<file path="src/logic/tap_debug_defines.vh">
// constants for the test access port and debug block
`ifndef TAP_DEBUG_DEFINES_VH
`define TAP_DEBUG_DEFINES_VH

// tap controller state codes
`define TS_TLR 4'hF
`define TS_RTI 4'hC
`define TS_SEL_DR 4'h7
`define TS_CAP_DR 4'h6
`define TS_SH_DR 4'h2
`define TS_EX1_DR 4'h1
`define TS_PAU_DR 4'h3
`define TS_EX2_DR 4'h0
`define TS_UPD_DR 4'h5
`define TS_SEL_IR 4'h4
`define TS_CAP_IR 4'hE
`define TS_SH_IR 4'hA
`define TS_EX1_IR 4'h9
`define TS_PAU_IR 4'hB
`define TS_EX2_IR 4'h8
`define TS_UPD_IR 4'hD

// instruction codes
`define IR_W 4
`define IR_CAPTURE 4'h1
`define OP_EXTEST 4'h0
`define OP_IDCODE 4'h1
`define OP_SAMPLE 4'h2
`define OP_CPU_SCAN 4'h8
`define OP_BP_SCAN 4'h9
`define OP_COMM 4'hA
`define OP_RESET 4'hC
`define OP_BYPASS 4'hF

// chain widths and break point chain fields
`define ID_W 32
`define CPU_SCAN_W 16
`define COMM_W 8
`define BP_W 73
`define BP_MODE_LSB 0
`define BP_FLOW_BIT 3
`define BP_STEP_BIT 4
`define BP_EN_LSB 5
`define BP_ADDR_LSB 9

// break point layouts
`define BPM_4P 3'h0
`define BPM_3P1D 3'h1
`define BPM_2P2D 3'h2
`define BPM_PRANGE 3'h3
`define BPM_DRANGE 3'h4

// cpu side register offsets and reset values
`define OFF_COMM 2'h0
`define OFF_STAT 2'h1
`define COMM_RST 8'h00

`endif

</file>
<file path="src/logic/tap_debug_access_port.v">
// test access port controller, scan chains, comm register and break point unit
`timescale 1ns/10ps
`include "tap_debug_defines.vh"

module tap_debug_access_port #(
    parameter BSC_LEN = 8,
    // arbitrary identification value, low bit must be one
    parameter [31:0] ID_CODE = 32'h0A5A_5001
) (
    input wire mclk,
    input wire arst_n,
    input wire test_clock_pin,
    input wire test_mode_select_pin,
    input wire test_data_in_pin,
    output reg test_data_out_pin,
    output reg test_data_out_oe,
    output reg tap_pullup_en,
    input wire tap_port_enable_fuse,
    input wire debug_enable_fuse,
    input wire lock_bit_one,
    input wire lock_bit_two,
    input wire [BSC_LEN-1:0] bsc_pin_in,
    output reg [BSC_LEN-1:0] bsc_pin_out,
    output reg bsc_drive,
    output reg cpu_reset_req,
    output reg [15:0] inject_word,
    output reg inject_strobe,
    input wire [15:0] cpu_pc,
    input wire cpu_pc_valid,
    input wire cpu_flow_change,
    input wire [15:0] cpu_data_addr,
    input wire cpu_data_valid,
    output reg break_req,
    output reg debug_active,
    input wire [1:0] bus_addr,
    input wire [7:0] bus_wdata,
    input wire bus_wr,
    input wire bus_rd,
    output reg [7:0] bus_rdata
);

// ----------------------------------------------------------------
// pin synchronisers
// ----------------------------------------------------------------
// no test reset pin exists; only arst_n, the port enable fuse and mode select reset the tap
reg tck_m_r, tck_s_r, tck_d_r;
reg tms_m_r, tms_s_r;
reg tdi_m_r, tdi_s_r;
reg [3:0] fz_m_r, fz_s_r;
reg [BSC_LEN-1:0] bpin_m_r, bpin_s_r;

always @(posedge mclk or negedge arst_n) begin
    if (!arst_n) begin
        tck_m_r <= 1'b0;
        tck_s_r <= 1'b0;
        tck_d_r <= 1'b0;
        tms_m_r <= 1'b1;
        tms_s_r <= 1'b1;
        tdi_m_r <= 1'b1;
        tdi_s_r <= 1'b1;
        fz_m_r <= 4'h0;
        fz_s_r <= 4'h0;
        bpin_m_r <= {BSC_LEN{1'b0}};
        bpin_s_r <= {BSC_LEN{1'b0}};
    end else begin
        tck_m_r <= test_clock_pin;
        tck_s_r <= tck_m_r;
        tck_d_r <= tck_s_r;
        tms_m_r <= test_mode_select_pin;
        tms_s_r <= tms_m_r;
        tdi_m_r <= test_data_in_pin;
        tdi_s_r <= tdi_m_r;
        // fuse levels are static but still come from outside the clock
        fz_m_r <= {lock_bit_two, lock_bit_one, debug_enable_fuse, tap_port_enable_fuse};
        fz_s_r <= fz_m_r;
        bpin_m_r <= bsc_pin_in;
        bpin_s_r <= bpin_m_r;
    end
end

wire rise = tck_s_r & ~tck_d_r;
wire fall = ~tck_s_r & tck_d_r;
wire tap_on = fz_s_r[0];
wire debug_ok = fz_s_r[1] & ~fz_s_r[2] & ~fz_s_r[3];

// ----------------------------------------------------------------
// tap controller
// ----------------------------------------------------------------
reg [3:0] st_r;
reg [3:0] st_nxt;

always @* begin
    case (st_r)
        `TS_TLR: st_nxt = tms_s_r ? `TS_TLR : `TS_RTI;
        `TS_RTI: st_nxt = tms_s_r ? `TS_SEL_DR : `TS_RTI;
        `TS_SEL_DR: st_nxt = tms_s_r ? `TS_SEL_IR : `TS_CAP_DR;
        `TS_CAP_DR: st_nxt = tms_s_r ? `TS_EX1_DR : `TS_SH_DR;
        `TS_SH_DR: st_nxt = tms_s_r ? `TS_EX1_DR : `TS_SH_DR;
        `TS_EX1_DR: st_nxt = tms_s_r ? `TS_UPD_DR : `TS_PAU_DR;
        `TS_PAU_DR: st_nxt = tms_s_r ? `TS_EX2_DR : `TS_PAU_DR;
        `TS_EX2_DR: st_nxt = tms_s_r ? `TS_UPD_DR : `TS_SH_DR;
        `TS_UPD_DR: st_nxt = tms_s_r ? `TS_SEL_DR : `TS_RTI;
        `TS_SEL_IR: st_nxt = tms_s_r ? `TS_TLR : `TS_CAP_IR;
        `TS_CAP_IR: st_nxt = tms_s_r ? `TS_EX1_IR : `TS_SH_IR;
        `TS_SH_IR: st_nxt = tms_s_r ? `TS_EX1_IR : `TS_SH_IR;
        `TS_EX1_IR: st_nxt = tms_s_r ? `TS_UPD_IR : `TS_PAU_IR;
        `TS_PAU_IR: st_nxt = tms_s_r ? `TS_EX2_IR : `TS_PAU_IR;
        `TS_EX2_IR: st_nxt = tms_s_r ? `TS_UPD_IR : `TS_SH_IR;
        `TS_UPD_IR: st_nxt = tms_s_r ? `TS_SEL_DR : `TS_RTI;
        default: st_nxt = `TS_TLR;
    endcase
end

always @(posedge mclk or negedge arst_n) begin
    if (!arst_n)
        st_r <= `TS_TLR;
    else if (!tap_on)
        st_r <= `TS_TLR;
    else if (rise)
        st_r <= st_nxt;
end

// ----------------------------------------------------------------
// instruction register
// ----------------------------------------------------------------
reg [`IR_W-1:0] ir_sh_r, ir_r;

always @(posedge mclk or negedge arst_n) begin
    if (!arst_n) begin
        ir_sh_r <= `IR_CAPTURE;
        ir_r <= `OP_IDCODE;
    end else if (!tap_on) begin
        ir_r <= `OP_IDCODE;
    end else if (rise) begin
        // exit and pause states fall to the default and hold everything
        case (st_r)
            `TS_TLR: ir_r <= `OP_IDCODE;
            `TS_CAP_IR: ir_sh_r <= `IR_CAPTURE;
            `TS_SH_IR: ir_sh_r <= {tdi_s_r, ir_sh_r[`IR_W-1:1]};
            `TS_UPD_IR: ir_r <= ir_sh_r;
            default: ir_r <= ir_r;
        endcase
    end
end

// private chains fall back to bypass while debug is locked out
reg [`IR_W-1:0] ir_eff;
always @* begin
    ir_eff = ir_r;
    case (ir_r)
        `OP_CPU_SCAN, `OP_BP_SCAN, `OP_COMM: begin
            if (!debug_active)
                ir_eff = `OP_BYPASS;
        end
        `OP_EXTEST, `OP_IDCODE, `OP_SAMPLE, `OP_RESET: ir_eff = ir_r;
        default: ir_eff = `OP_BYPASS;
    endcase
end

// ----------------------------------------------------------------
// data registers
// ----------------------------------------------------------------
reg [`ID_W-1:0] id_sh_r;
reg byp_r;
reg [BSC_LEN-1:0] bsc_sh_r;
reg rst_sh_r;
reg [`CPU_SCAN_W-1:0] cpu_sh_r;
reg [`BP_W-1:0] bp_sh_r, bp_cfg_r;
reg [`COMM_W-1:0] comm_sh_r;
reg [7:0] comm_r;
reg dirty_r;
reg inj_pend_r;

wire cap_dr = rise & (st_r == `TS_CAP_DR);
wire sh_dr = rise & (st_r == `TS_SH_DR);
wire upd_dr = rise & (st_r == `TS_UPD_DR);
wire run_idle = rise & (st_r == `TS_RTI);

always @(posedge mclk or negedge arst_n) begin
    if (!arst_n) begin
        id_sh_r <= {`ID_W{1'b0}};
        byp_r <= 1'b0;
        bsc_sh_r <= {BSC_LEN{1'b0}};
        rst_sh_r <= 1'b0;
        cpu_sh_r <= {`CPU_SCAN_W{1'b0}};
        bp_sh_r <= {`BP_W{1'b0}};
        comm_sh_r <= {`COMM_W{1'b0}};
    end else if (cap_dr) begin
        case (ir_eff)
            `OP_IDCODE: id_sh_r <= ID_CODE;
            `OP_EXTEST, `OP_SAMPLE: bsc_sh_r <= bpin_s_r;
            `OP_RESET: rst_sh_r <= cpu_reset_req;
            `OP_CPU_SCAN: cpu_sh_r <= inject_word;
            `OP_BP_SCAN: bp_sh_r <= bp_cfg_r;
            `OP_COMM: comm_sh_r <= comm_r;
            default: byp_r <= 1'b0;
        endcase
    end else if (sh_dr) begin
        case (ir_eff)
            `OP_IDCODE: id_sh_r <= {tdi_s_r, id_sh_r[`ID_W-1:1]};
            `OP_EXTEST, `OP_SAMPLE: bsc_sh_r <= {tdi_s_r, bsc_sh_r[BSC_LEN-1:1]};
            `OP_RESET: rst_sh_r <= tdi_s_r;
            `OP_CPU_SCAN: cpu_sh_r <= {tdi_s_r, cpu_sh_r[`CPU_SCAN_W-1:1]};
            `OP_BP_SCAN: bp_sh_r <= {tdi_s_r, bp_sh_r[`BP_W-1:1]};
            `OP_COMM: comm_sh_r <= {tdi_s_r, comm_sh_r[`COMM_W-1:1]};
            default: byp_r <= tdi_s_r;
        endcase
    end
end

reg dr_bit;
always @* begin
    case (ir_eff)
        `OP_IDCODE: dr_bit = id_sh_r[0];
        `OP_EXTEST, `OP_SAMPLE: dr_bit = bsc_sh_r[0];
        `OP_RESET: dr_bit = rst_sh_r;
        `OP_CPU_SCAN: dr_bit = cpu_sh_r[0];
        `OP_BP_SCAN: dr_bit = bp_sh_r[0];
        `OP_COMM: dr_bit = comm_sh_r[0];
        default: dr_bit = byp_r;
    endcase
end

// latched parallel outputs and the run-test/idle action
always @(posedge mclk or negedge arst_n) begin
    if (!arst_n) begin
        bsc_pin_out <= {BSC_LEN{1'b0}};
        cpu_reset_req <= 1'b0;
        inject_word <= 16'h0000;
        inject_strobe <= 1'b0;
        inj_pend_r <= 1'b0;
        bp_cfg_r <= {`BP_W{1'b0}};
        bsc_drive <= 1'b0;
        debug_active <= 1'b0;
        tap_pullup_en <= 1'b0;
    end else begin
        inject_strobe <= 1'b0;
        bsc_drive <= tap_on & (ir_r == `OP_EXTEST);
        debug_active <= tap_on & debug_ok;
        tap_pullup_en <= tap_on;
        if (!debug_ok)
            inj_pend_r <= 1'b0;
        if (upd_dr) begin
            case (ir_eff)
                `OP_EXTEST, `OP_SAMPLE: bsc_pin_out <= bsc_sh_r;
                `OP_RESET: cpu_reset_req <= rst_sh_r;
                `OP_CPU_SCAN: begin
                    inject_word <= cpu_sh_r;
                    inj_pend_r <= 1'b1;
                end
                `OP_BP_SCAN: bp_cfg_r <= bp_sh_r;
                default: inj_pend_r <= inj_pend_r;
            endcase
        end else if (run_idle && inj_pend_r && ir_eff == `OP_CPU_SCAN) begin
            // the injected word executes only once the tap rests in idle
            inject_strobe <= 1'b1;
            inj_pend_r <= 1'b0;
        end
    end
end

// tdo changes on the falling test clock so the far end samples it stable
always @(posedge mclk or negedge arst_n) begin
    if (!arst_n) begin
        test_data_out_pin <= 1'b0;
        test_data_out_oe <= 1'b0;
    end else if (!tap_on) begin
        test_data_out_oe <= 1'b0;
    end else if (fall) begin
        test_data_out_oe <= (st_r == `TS_SH_IR) | (st_r == `TS_SH_DR);
        if (st_r == `TS_SH_IR)
            test_data_out_pin <= ir_sh_r[0];
        else if (st_r == `TS_SH_DR)
            test_data_out_pin <= dr_bit;
    end
end

// ----------------------------------------------------------------
// cpu side comm register
// ----------------------------------------------------------------
wire cpu_comm_wr = bus_wr & (bus_addr == `OFF_COMM);
wire dbg_comm_rd = upd_dr & (ir_eff == `OP_COMM);

always @(posedge mclk or negedge arst_n) begin
    if (!arst_n) begin
        comm_r <= `COMM_RST;
        dirty_r <= 1'b0;
        bus_rdata <= 8'h00;
    end else begin
        if (cpu_comm_wr)
            comm_r <= bus_wdata;
        // a cpu write landing with the debugger's read keeps the flag set
        if (cpu_comm_wr)
            dirty_r <= 1'b1;
        else if (dbg_comm_rd)
            dirty_r <= 1'b0;
        bus_rdata <= 8'h00;
        if (bus_rd) begin
            case (bus_addr)
                `OFF_COMM: bus_rdata <= {dirty_r, comm_r[6:0]};
                `OFF_STAT: bus_rdata <= {5'h00, break_req, debug_active, tap_on};
                default: bus_rdata <= 8'h00;
            endcase
        end
    end
end

// ----------------------------------------------------------------
// break point unit
// ----------------------------------------------------------------
wire [2:0] bp_mode = bp_cfg_r[`BP_MODE_LSB+2:`BP_MODE_LSB];
wire [3:0] bp_en = bp_cfg_r[`BP_EN_LSB+3:`BP_EN_LSB];
wire [15:0] bp0 = bp_cfg_r[`BP_ADDR_LSB+15:`BP_ADDR_LSB];
wire [15:0] bp1 = bp_cfg_r[`BP_ADDR_LSB+31:`BP_ADDR_LSB+16];
wire [15:0] bp2 = bp_cfg_r[`BP_ADDR_LSB+47:`BP_ADDR_LSB+32];
wire [15:0] bp3 = bp_cfg_r[`BP_ADDR_LSB+63:`BP_ADDR_LSB+48];

wire p0 = bp_en[0] & (cpu_pc == bp0);
wire p1 = bp_en[1] & (cpu_pc == bp1);
wire p2 = bp_en[2] & (cpu_pc == bp2);
wire p3 = bp_en[3] & (cpu_pc == bp3);
wire d2 = bp_en[2] & (cpu_data_addr == bp2);
wire d3 = bp_en[3] & (cpu_data_addr == bp3);
// third break point holds the base, fourth the mask of ignored bits
wire pr = bp_en[2] & ((cpu_pc & ~bp3) == (bp2 & ~bp3));
wire dr = bp_en[2] & ((cpu_data_addr & ~bp3) == (bp2 & ~bp3));

reg p_hit, d_hit;
always @* begin
    case (bp_mode)
        `BPM_4P: begin
            p_hit = p0 | p1 | p2 | p3;
            d_hit = 1'b0;
        end
        `BPM_3P1D: begin
            p_hit = p0 | p1 | p2;
            d_hit = d3;
        end
        `BPM_2P2D: begin
            p_hit = p0 | p1;
            d_hit = d2 | d3;
        end
        `BPM_PRANGE: begin
            p_hit = p0 | p1 | pr;
            d_hit = 1'b0;
        end
        `BPM_DRANGE: begin
            p_hit = p0 | p1;
            d_hit = dr;
        end
        default: begin
            p_hit = p0 | p1;
            d_hit = 1'b0;
        end
    endcase
end

wire flow_hit = bp_cfg_r[`BP_FLOW_BIT] & cpu_flow_change;
wire step_hit = bp_cfg_r[`BP_STEP_BIT];

always @(posedge mclk or negedge arst_n) begin
    if (!arst_n)
        break_req <= 1'b0;
    else
        break_req <= debug_active & ((cpu_pc_valid & (p_hit | flow_hit | step_hit)) |
                                     (cpu_data_valid & d_hit));
end

endmodule

</file>
<file path="config.mk">
export PLATFORM = sky130hd
export DESIGN_NAME = tap_debug_access_port
export DESIGN_NICKNAME = d
export VERILOG_FILES = /design/src/logic/tap_debug_access_port.v
export VERILOG_INCLUDE_DIRS = /design/src /design/src/logic
export SDC_FILE = /design/constraint.sdc
export NUM_CORES = 1
export LEC_CHECK = 0
export BUFFER_PORTS_ARGS = -buffer_cell sky130_fd_sc_hd__buf_2
export CAP_MARGIN = 15
export CORE_MARGIN = 4
export CORE_UTILIZATION = 40
export DETAILED_ROUTE_END_ITERATION = 8
export GPL_TIMING_DRIVEN = 0
export HOLD_SLACK_MARGIN = 0.05
export SYNTH_ARGS = -nofsm -noshare
export SYNTH_HDL_FRONTEND = slang
export SYNTH_SLANG_ARGS = --single-unit
</file>
<file path="constraint.sdc">
create_clock -name mclk -period 2.9 [get_ports mclk]
set_input_delay 0.145 -clock mclk [delete_from_list [all_inputs] [get_ports mclk]]
set_output_delay 0.145 -clock mclk [all_outputs]
set_load 0.03 [all_outputs]
</file>
After elaboration in Yosys (flattened, before gate mapping)
Cells that the tools add are included.
{"block": "op_classes", "bitwise_logic": 41, "muxes": 66, "n_eq_ne": 46, "reduce_logical": 33}
{"op": "$mux 73", "n": 4}
{"op": "$eq 16x16->1", "n": 8}
{"op": "$mux 32", "n": 4}
{"op": "$mux 8", "n": 9}
{"op": "$eq 4x4->1 const B", "n": 16}
{"op": "$mux 16", "n": 4}
{"op": "$and 16x16->16", "n": 3}
{"op": "$pmux 4 s12", "n": 1}
{"op": "$and 1x1->1", "n": 24}
{"op": "$mux 4", "n": 6}
{"op": "$pmux 4 s2", "n": 3}
{"op": "$reduce_and 2->1", "n": 11}
{"op": "$mux 1", "n": 20}
{"op": "$eq 4x2->1 const B", "n": 4}
{"op": "$eq 4x3->1 const B", "n": 4}
{"op": "$not 16->16", "n": 1}
{"op": "$pmux 8 s2", "n": 1}
{"op": "$eq 4x1->1 const B", "n": 3}
{"op": "$logic_not 4->1", "n": 3}
{"op": "$mux 2", "n": 6}
{"op": "$mux 3", "n": 4}
{"op": "$or 1x1->1", "n": 9}
{"op": "$reduce_and 3->1", "n": 3}
{"op": "$reduce_bool 2->1", "n": 4}
{"op": "19 further kinds", "n": 31}
{"block": "word_totals", "in_bits": 64, "word_cells": 222, "regBits": 305}

Depth between registers and ports, before layout
Gate-level depths: netlist of the first run.
{"block": "logic_depth", "depth_word": 11, "mapped_depth": 9, "ltp_nobuf": 8}

Least setup slack after synthesis of the first run
Ideal clock, no wire load.
{"block": "synth_timing", "path_type": "reg2reg", "from": "register debug_active", "to": "register inject_word[10]", "t_arrival_ns": 2.072, "path_buffers": 2, "path_slack_ns": 0.703, "setup_ns": 0.125, "period_less_slack_ns": 2.197, "t_required_ns": 2.775, "stages_incl_launch_ff": 8, "cell_sequence": "dfrtp_1 buf_2 nand2_1 nor3_1 nand2b_1 nor2_2 buf_2 mux2_2"}
{"block": "synth_via", "elab_chain_len": 4}
{"element": "start: declaration", "line_no": "tap_debug_access_port.v:34", "rtl": "output reg debug_active,"}
{"element": "start signal: assignment", "line_no": "tap_debug_access_port.v:239", "rtl": "debug_active <= tap_on & debug_ok;"}
{"element": "$mux 4", "line_no": "tap_debug_access_port.v:152", "rtl": "if (!debug_active)"}
{"element": "$pmux 4 s2", "line_no": "tap_debug_access_port.v:150", "rtl": "case (ir_r)"}
{"element": "$eq 4x4->1", "line_no": "tap_debug_access_port.v:244", "rtl": "case (ir_eff)"}
{"element": "$reduce_and 2->1 (no line)"}
{"element": "end signal: assignment", "line_no": "tap_debug_access_port.v:248", "rtl": "inject_word <= cpu_sh_r;"}
{"element": "end: declaration", "line_no": "tap_debug_access_port.v:26", "rtl": "output reg [15:0] inject_word,"}
No other way between the ends.
A chain may end at the register's enable or synchronous reset.

Final worst setup path of the first run
{"block": "layout_timing", "from": "register st_r[0]", "to": "register bp_sh_r[55]"}
{"block": "layout_via", "elab_chain_len": 4, "elab_cells_between_ends": 7, "classes_between": "eq/ne (2); mux (1); bitwise (2); reduce/logical (2)"}
{"element": "start: declaration", "line_no": "tap_debug_access_port.v:89", "rtl": "reg [3:0] st_r;"}
{"element": "start signal: assignment", "line_no": "tap_debug_access_port.v:116", "rtl": "st_r <= `TS_TLR;"}
{"element": "start signal: assignment", "line_no": "tap_debug_access_port.v:118", "rtl": "st_r <= `TS_TLR;"}
{"element": "start signal: assignment", "line_no": "tap_debug_access_port.v:120", "rtl": "st_r <= st_nxt;"}
{"element": "$eq 4x3->1 / $eq 4x2->1 (equally long branches)"}
{"element": "$and 1x1->1, on equally long branches", "line_no": "tap_debug_access_port.v:174, tap_debug_access_port.v:175"}
{"element": "$reduce_bool 2->1 (no line)"}
{"element": "$reduce_and 2->1 (no line)"}
{"element": "end signal: assignment", "line_no": "tap_debug_access_port.v:186", "rtl": "bp_sh_r <= {`BP_W{1'b0}};"}
{"element": "end signal: assignment", "line_no": "tap_debug_access_port.v:194", "rtl": "`OP_BP_SCAN: bp_sh_r <= bp_cfg_r;"}
{"element": "end signal: assignment", "line_no": "tap_debug_access_port.v:204", "rtl": "`OP_BP_SCAN: bp_sh_r <= {tdi_s_r, bp_sh_r[`BP_W-1:1]};"}
{"element": "end: declaration", "line_no": "tap_debug_access_port.v:168", "rtl": "reg [`BP_W-1:0] bp_sh_r, bp_cfg_r;"}
Parallel ways exist; a longest one is shown, timed or not.

==> results_tabular.tex, run 1 <==
\begin{tabular}{lr}
\hline
Metric & Value \\
\hline
\multicolumn{2}{l}{\textbf{Outcome}} \\
Run status & completed \\
\multicolumn{2}{l}{\textbf{Setup path}} \\
Critical path peak fanout & 10 \\
Critical Path Source Type & flop \\
Worst path arrival time & 3.10 ns \\
Crit path required time & 3.32 ns \\
Crit path capture type & flop \\
Type of the worst setup path & flop to flop \\
\multicolumn{2}{l}{\textbf{Place}} \\
HPWL reported at the end of detailed placement & 25,500 um \\
Minimum setup slack after placement & 0.187 ns \\
Count of port buffers added during placement & 102 \\
Final weighted congestion of routability-driven global placement & 0.918 \\
\multicolumn{2}{l}{\textbf{Floorplan}} \\
Area of the die & 0.0392 mm2 \\
Placement row count & 69 \\
DIE HEIGHT & 198 um \\
Placeable core area & 0.0356 mm2 \\
Number of ports placed on the die boundary & 104 \\
Initial standard-cell utilization of the core & 40.6\% \\
Width of the die & 198 um \\
\multicolumn{2}{l}{\textbf{Synth}} \\
Post-synthesis instance total & 1,342 \\
Post-synth EDFFs & 0 \\
Top cell type by total area after synthesis & sky130\_fd\_sc\_hd\_\_dfrtp\_1 \\
Fraction of registers with async set or reset after synthesis & 100\% \\
Synth Flop Type & sky130\_fd\_sc\_hd\_\_dfrtp\_1 \\
Leading post-synthesis cells by instance count & 295 x sky130\_fd\_sc\_hd\_\_dfrtp\_1, 277 x sky130\_fd\_sc\_hd\_\_nand2\_1, 108 x sky130\_fd\_sc\_hd\_\_nor2\_1 \\
Cell with the most instances after synthesis & sky130\_fd\_sc\_hd\_\_dfrtp\_1 \\
Post-synth design cell area & 0.0144 mm2 \\
Dominant cells by area after synthesis & sky130\_fd\_sc\_hd\_\_dfrtp\_1 51\%, sky130\_fd\_sc\_hd\_\_mux2\_4 7.3\%, sky130\_fd\_sc\_hd\_\_nand2\_1 7.2\% \\
Warnings, synthesis & 0 \\
Unique masters post-synth & 56 \\
Post-synthesis average cell area & 10.7 um2 \\
Register area share after synthesis & 53.0\% \\
Register bit total from synthesis & 305 \\
Number of nets produced by synthesis & 1,438 \\
Post-synth top area share & 51.2\% \\
\multicolumn{2}{l}{\textbf{STA}} \\
Period Utilization, post-route & 92.2\% \\
Fin worst setup slack & 0.226 ns \\
Hold violation total from the final report & 0 \\
Time the worst path needs with I/O delays and setup & 2.67 ns \\
Clock Skews & 0.0268 ns \\
RSZ-0062 raised after global routing & no \\
Endpoints failing setup & 0 \\
Worst slew pin tran & 0.755 ns \\
Count of final max-slew check failures & 0 \\
Hold Worst Slack & 0.137 ns \\
Upper clock frequency limit & 374 MHz \\
Worst relative slew slack & 49.4\% \\
\multicolumn{2}{l}{\textbf{Clock tree}} \\
Number of clock buffers inserted by TritonCTS & 36 \\
Clk\_lat worst skew & 0.55 ns \\
CTS H-Tree Depth & 2 \\
Clock net sink count & 305 \\
Clock tree from TritonCTS & yes \\
Clock root buffer & sky130\_fd\_sc\_hd\_\_clkbuf\_16 \\
Clock Pin Slew Worst Setup and Hold Paths & 0.06 ns \\
Maximum count of clock buffers along a single path & 3 \\
\multicolumn{2}{l}{\textbf{Final layout}} \\
Ratio of cells with drive above 1 in the final layout & 20.9\% \\
Nets@finish & 1,609 \\
Area Overhead vs Synth & 18.8\% \\
Antenna Cells & 0 \\
\multicolumn{2}{l}{\textbf{GRT}} \\
Overflow left after global routing & 0 \\
Number of global-route vias before repair & 10,500 \\
First-pass GRT wire length & 58,700 um \\
Largest net degree at the start of global routing & 124 \\
Gr usage total & 18.7\% \\
Initial antenna violation count & 1 \\
\multicolumn{2}{l}{\textbf{Power and ir drop}} \\
Max IR drop VDD & 0.464 mV \\
Lkg Pwr & 8.05 nW \\
P per Cell Area & 566 mW/mm2 \\
\multicolumn{2}{l}{\textbf{Job}} \\
\# Max-Cap Violations & 0 \\
\multicolumn{2}{l}{\textbf{Drt}} \\
Remaining number of nets flagged by the antenna check after routing & 0 \\
Vias per Instance & 5.22 \\
Sum of routed wire length over all layers & 36,300 um \\
Detailed Routing Iterations Pass 1 & 7 \\
Vias after detailed routing & 10,400 \\
Number of DRC markers in iteration 0 & 684 \\
Routed length per instance & 18.2 um \\
Number of remaining DRC errors & 0 \\
\multicolumn{2}{l}{\textbf{Min path}} \\
Hold/Removal Path Class & input port to async pin \\
\hline
\end{tabular}
[power breakdown]
| group | internal (mW) | switching [mW] |
|---|---|---|
| clock | 3.01 | 1.79 |
| sequential | 4.35 | 0.0514 |
| combinational | 0.198 | 0.303 |
[placed cells by master (no fill, tap or decap), types with 29 or more instances in the layout]
master	netlist	final
sky130_fd_sc_hd__a31oi_1	96	96
sky130_fd_sc_hd__ha_1	32	32
sky130_fd_sc_hd__clkbuf_16	0	36
sky130_fd_sc_hd__mux2_4	70	70
sky130_fd_sc_hd__nor2_1	108	108
sky130_fd_sc_hd__dfrtp_1	295	295
sky130_fd_sc_hd__o21ai_0	35	35
sky130_fd_sc_hd__mux2_2	40	40
sky130_fd_sc_hd__nand2_1	277	277
sky130_fd_sc_hd__dlygate4sd3_1	0	29
sky130_fd_sc_hd__buf_2	27	128
sky130_fd_sc_hd__clkbuf_1	38	46
sky130_fd_sc_hd__xnor2_1	56	56
sky130_fd_sc_hd__xor2_1	41	41
[layout make-up]
class                           count  area (um2)
Fill cell                        3260       18400
Sequential cell                   305        7640
Multi-Input combinational cell    937        6240
Clock buffer                       51        1030
Timing Repair Buffer              133         866
Tap cell                          461         577
Buffer                             76         453
Clock inverter                     11         240
Inverter                           24        90.1
[cells by family after synthesis]
| logic type | Yosys count | synth area share, % |
|---|---|---|
| simple gates | 521 | 16.4 |
| compound gates | 166 | 7.03 |
| mux | 121 | 11.2 |
| flops | 305 | 53.0 |
| xor+xnor | 97 | 5.89 |
| buf+inv | 100 | 3.76 |
| fa+ha+maj | 32 | 2.78 |
[through the flow]
step | utilization, % | cells | power, mW | TNS [ns] | cell area, um2
floorplan | - | 1342 | 4.70 | 0 | 14400
global placement | 43.6 | 1905 | 4.94 | -1243.70 | 15500
detailed placement | 43.8 | 1907 | 4.96 | 0 | 15600
CTS | 48.2 | 1998 | 9.85 | 0 | 17100
global route | 48.2 | 1998 | 10.1 | 0 | 17100
finish | 48.2 | 1998 | 9.71 | 0 | 17100
[final timing paths]
check	start	slack, ns	cells after the start	end
worst max-delay path	st_r[0]	0.23	8	bp_sh_r[55]
worst min-delay path	arst_n	0.14	2	bp_cfg_r[33]
worst max register to register	st_r[0]	0.23	8	bp_sh_r[55]
worst min register to register	fz_m_r[2]	0.35	0	fz_s_r[2]
max in group asynchronous	arst_n	1.76	3	bsc_pin_out[0]
min in group mclk	bus_wr	0.16	3	dirty_r
[timing repair]
action,4_1_cts,5_1_grt
endpoints found under the hold margin,88,0
gates resized for setup,0,1
hold buffers,29,0
setup buffers,0,0
setup endpoints to repair,0,8
[layer usage]
layer / vias to the layer above / track usage [%] / wire (um)
met5: - / 0 / 9
met4: 2 / 5.48 / 939
met3: 61 / 3.18 / 1730
met2: 218 / 29.4 / 16700
met1: 5200 / 26.7 / 16900
li1: 4942 / - / -
[registers in the layout, indices dropped and copies added, names as in the netlist, 4 cells and up]
register and flops:
bus_rdata 8, st_r 4, comm_sh_r 8, comm_r 8, ir_sh_r 4, bp_cfg_r 73, bpin_m_r 8, bpin_s_r 8
bsc_pin_out 8, fz_s_r 4, ir_r 4, bp_sh_r 73, id_sh_r 32, inject_word 16, fz_m_r 4, bsc_sh_r 8
cpu_sh_r 16
[worst max-delay path, stage by stage (launching register included)]
cell,delay (ns)
sky130_fd_sc_hd__dfstp_2,0.51
sky130_fd_sc_hd__buf_2,0.19
sky130_fd_sc_hd__nand2b_1,0.25
sky130_fd_sc_hd__nor3_4,0.10
sky130_fd_sc_hd__nand2_1,0.24
sky130_fd_sc_hd__clkbuf_1,0.51
sky130_fd_sc_hd__clkbuf_1,0.44
sky130_fd_sc_hd__nand2_1,0.10
sky130_fd_sc_hd__a31oi_1,0.24
No activity file was read; power rests on OpenSTA's default activity.
==> inputs of run 2 (changes only) <==
--- a/config.mk
+++ b/config.mk
@@ -10,9 +10,11 @@
 export CAP_MARGIN = 15
 export CORE_MARGIN = 4
 export CORE_UTILIZATION = 40
+export CTS_BUF_LIST = sky130_fd_sc_hd__clkbuf_8
 export DETAILED_ROUTE_END_ITERATION = 8
 export GPL_TIMING_DRIVEN = 0
 export HOLD_SLACK_MARGIN = 0.05
+export REMOVE_ABC_BUFFERS = 1
 export SYNTH_ARGS = -nofsm -noshare
 export SYNTH_HDL_FRONTEND = slang
 export SYNTH_SLANG_ARGS = --single-unit
==> constraint.sdc (replaced) <==
create_clock -name mclk -period 3.28 [get_ports mclk]
set_input_delay 0.164 -clock mclk [delete_from_list [all_inputs] [get_ports mclk]]
set_output_delay 0.164 -clock mclk [all_outputs]
set_load 0.03 [all_outputs]
==> run 2 against run 1 <==
Against the previous run:
- total power decreased by 18%
- combinational power shrank 13%
- largest cell class unchanged
- maximum frequency fell by 12%
==> results_tabular.tex, run 2 (synthesized netlist as in run 1, its figures left out) <==
\begin{tabular}{lr}
\hline
Metric & Value \\
\hline
\multicolumn{2}{l}{\textbf{Floorplan}} \\
Placement row count & 69 (unchanged) \\
Area of the die & 0.0392 mm2 (unchanged) \\
DIE HEIGHT & 198 um (unchanged) \\
Placeable core area & 0.0356 mm2 (unchanged) \\
Initial standard-cell utilization of the core & 40.6\% (unchanged) \\
Number of ports placed on the die boundary & 104 (unchanged) \\
Width of the die & 198 um (unchanged) \\
\multicolumn{2}{l}{\textbf{Power and ir drop}} \\
Internal power & 6.02 mW (was 7.57 mW) \\
PnR Total Power & 7.93 mW (was 9.71 mW) \\
Portion of total power attributed to the clock network & 45.1\% (was 49.5\%) \\
Max IR drop VDD & 0.306 mV (was 0.464 mV) \\
Sw Ratio & 24.2\% (was 22.1\%) \\
Switching power summed over all nets & 1.92 mW (was 2.14 mW) \\
P per Cell Area & 470 mW/mm2 (was 566 mW/mm2) \\
Power share of the sequential group & 49.4\% (was 45.4\%) \\
Logic pwr share & 5.5\% (was 5.2\%) \\
Lkg Pwr & 7.94 nW (was 8.05 nW) \\
\multicolumn{2}{l}{\textbf{STA}} \\
Worst relative slew slack & 28.0\% (was 49.4\%) \\
Time the worst path needs with I/O delays and setup & 3.05 ns (was 2.67 ns) \\
Fin worst setup slack & 0.227 ns (was 0.226 ns) \\
RSZ-0062 raised after global routing & no (unchanged) \\
Upper clock frequency limit & 328 MHz (was 374 MHz) \\
Period Utilization, post-route & 93.1\% (was 92.2\%) \\
Clock Skews & 0.0282 ns (was 0.0268 ns) \\
Worst slew pin tran & 1.08 ns (was 0.755 ns) \\
Final TNS setup & 0 ns (unchanged) \\
Count of final max-slew check failures & 0 (unchanged) \\
Endpoints failing setup & 0 (unchanged) \\
Hold Worst Slack & 0.161 ns (was 0.137 ns) \\
Hold violation total from the final report & 0 (unchanged) \\
\multicolumn{2}{l}{\textbf{Clock tree}} \\
Post-CTS Setup Repair Bufs & 0 (unchanged) \\
Maximum count of clock buffers along a single path & 3 (unchanged) \\
Clock tree from TritonCTS & yes (unchanged) \\
CTS H-Tree Depth & 2 (unchanged) \\
Total of cells resized after clock tree synthesis & 0 (unchanged) \\
Clock root buffer & sky130\_fd\_sc\_hd\_\_clkbuf\_8 (was sky130\_fd\_sc\_hd\_\_clkbuf\_16) \\
Clk\_lat worst skew & 0.64 ns (was 0.55 ns) \\
Clock Pin Slew Worst Setup and Hold Paths & 0.06 ns (about the same) \\
Number of clock buffers inserted by TritonCTS & 52 (was 36) \\
Clock net sink count & 305 (unchanged) \\
\multicolumn{2}{l}{\textbf{Drt}} \\
Sum of routed wire length over all layers & 34,000 um (was 36,300 um) \\
Vias per Instance & 5.10 (was 5.22) \\
Routed length per instance & 17.2 um (was 18.2 um) \\
Number of remaining DRC errors & 0 (unchanged) \\
Vias after detailed routing & 10,100 (was 10,400) \\
Remaining number of nets flagged by the antenna check after routing & 0 (unchanged) \\
Number of DRC markers in iteration 0 & 647 (was 684) \\
Detailed Routing Iterations Pass 1 & 5 (was 7) \\
\multicolumn{2}{l}{\textbf{GRT}} \\
First-pass GRT wire length & 55,700 um (was 58,700 um) \\
Overflow left after global routing & 0 (unchanged) \\
Number of global-route vias before repair & 10,400 (was 10,500) \\
Initial antenna violation count & 2 (was 1) \\
Gr usage total & 17.6\% (was 18.7\%) \\
Largest net degree at the start of global routing & 118 (was 124) \\
\multicolumn{2}{l}{\textbf{Final layout}} \\
Nets@finish & 1,574 (was 1,609) \\
Commonest cells after routing, fill and taps aside & 295 x sky130\_fd\_sc\_hd\_\_dfrtp\_1, 276 x sky130\_fd\_sc\_hd\_\_nand2\_1, 107 x sky130\_fd\_sc\_hd\_\_nor2\_1, 102 x sky130\_fd\_sc\_hd\_\_buf\_2, 96 x sky130\_fd\_sc\_hd\_\_a31oi\_1 (was 295 x sky130\_fd\_sc\_hd\_\_dfrtp\_1, 277 x sky130\_fd\_sc\_hd\_\_nand2\_1, 128 x sky130\_fd\_sc\_hd\_\_buf\_2, 108 x sky130\_fd\_sc\_hd\_\_nor2\_1, 96 x sky130\_fd\_sc\_hd\_\_a31oi\_1) \\
Ratio of cells with drive above 1 in the final layout & 21.9\% (was 20.9\%) \\
Filler instances & 3,339 (was 3,260) \\
Area Overhead vs Synth & 16.9\% (was 18.8\%) \\
Most common library cell in the layout ignoring fill and taps & sky130\_fd\_sc\_hd\_\_dfrtp\_1 (unchanged) \\
Largest registers in the final layout & bp\_cfg\_r x73, bp\_sh\_r x73, id\_sh\_r x32 (unchanged) \\
Core Util, Final & 47.4\% (was 48.2\%) \\
\multicolumn{2}{l}{\textbf{Place}} \\
Final weighted congestion of routability-driven global placement & 0.881 (was 0.918) \\
Minimum setup slack after placement & 0.238 ns (was 0.187 ns) \\
HPWL reported at the end of detailed placement & 22,300 um (was 25,500 um) \\
Count of port buffers added during placement & 103 (was 102) \\
\multicolumn{2}{l}{\textbf{Setup path}} \\
Crit path required time & 3.79 ns (was 3.32 ns) \\
Crit path capture type & flop (unchanged) \\
Type of the worst setup path & flop to flop (unchanged) \\
Critical Path Source Type & flop (unchanged) \\
Critical path peak fanout & 50 (was 10) \\
Worst path arrival time & 3.56 ns (was 3.10 ns) \\
Worst R2R Setup Slack & 0.23 ns (about the same) \\
\multicolumn{2}{l}{\textbf{Outcome}} \\
Run status & completed (unchanged) \\
\multicolumn{2}{l}{\textbf{Min path}} \\
Hold/Removal Path Class & input port to async pin (unchanged) \\
\multicolumn{2}{l}{\textbf{Job}} \\
\# Max-Cap Violations & 0 (unchanged) \\
\hline
\end{tabular}
[run 2: cell count changes in the layout (fill, tap and decap cells not counted), moves of 4 or more]
cell,delta
sky130_fd_sc_hd__buf_12,-8
sky130_fd_sc_hd__buf_16,+4
sky130_fd_sc_hd__buf_2,-26
sky130_fd_sc_hd__buf_6,+8
sky130_fd_sc_hd__bufinv_16,-5
sky130_fd_sc_hd__clkbuf_1,-46
sky130_fd_sc_hd__clkbuf_16,-36
sky130_fd_sc_hd__clkbuf_8,+62
sky130_fd_sc_hd__clkinv_2,+7
sky130_fd_sc_hd__dlygate4sd3_1,+9
sky130_fd_sc_hd__inv_1,+12
[run 2: final timing paths]
path,startpoint,to,depth (start not counted)
hold / removal,arst_n,bp_sh_r[19],2
min in group mclk,bsc_pin_in[1],bpin_m_r[1],2
hold reg to reg,fz_m_r[3],fz_s_r[3],0
setup reg to reg,st_r[2],bp_cfg_r[45],5
max in group asynchronous,arst_n,ir_sh_r[0],3
setup / recovery,st_r[2],bp_cfg_r[45],5
[run 2: cell type report]
type | instances | area, um2 | area share (%)
clock buffers | 69 | 950 | 5.63
flip-flops and latches | 305 | 7640 | 45.3
clock inverters | 24 | 151 | 0.898
inverters | 24 | 90.1 | 0.534
well taps | 461 | 577 | 3.42
diodes | 2 | 5.00 | 0.0297
multi-input cells | 937 | 6250 | 37.1
repair buffers | 158 | 1190 | 7.06
[run 2: power by group through the flow]
| stage | clock network, mW | registers, mW | logic (mW) |
|---|---|---|---|
| 4_1_cts | 3.72 | 3.92 | 0.445 |
| 2_1_floorplan | 0 | 3.97 | 0.170 |
| 3_3_place_gp | 0 | 3.98 | 0.375 |
| 5_1_grt | 3.89 | 3.93 | 0.493 |
| 3_5_place_dp | 0 | 3.98 | 0.389 |
| 6_report | 3.58 | 3.92 | 0.439 |
[run 2: repair_timing]
| item | 4_1_cts | 5_1_grt |
|---|---|---|
| hold endpoints to repair | 122 | 0 |
| setup endpoints to repair | 0 | 0 |
| hold buffers | 38 | 0 |
[run 2: metrics by stage]
stage,instance area (um2),instances
3_5_place_dp,15400,1847
2_1_floorplan,14000,1266
5_1_grt,16900,1980
4_1_cts,16900,1978
6_report,16900,1980
3_3_place_gp,15100,1830
[run 2: routing by layer]
layer / track usage (%) / wire, um / up-vias
met3: 4.08 / 1750 / 75
li1: - / - / 4877
met4: 5.97 / 964 / 0
met1: 24.4 / 15500 / 4954
met2: 27.3 / 15700 / 198
met5: 0 / 0 / -
[run 2: worst max-delay path: stages (launching register included)]
cell	delay, ns
sky130_fd_sc_hd__dfstp_2	1.04
sky130_fd_sc_hd__nand2_2	0.13
sky130_fd_sc_hd__or3_4	0.43
sky130_fd_sc_hd__or3_4	0.60
sky130_fd_sc_hd__buf_16	0.32
sky130_fd_sc_hd__mux2_4	0.34
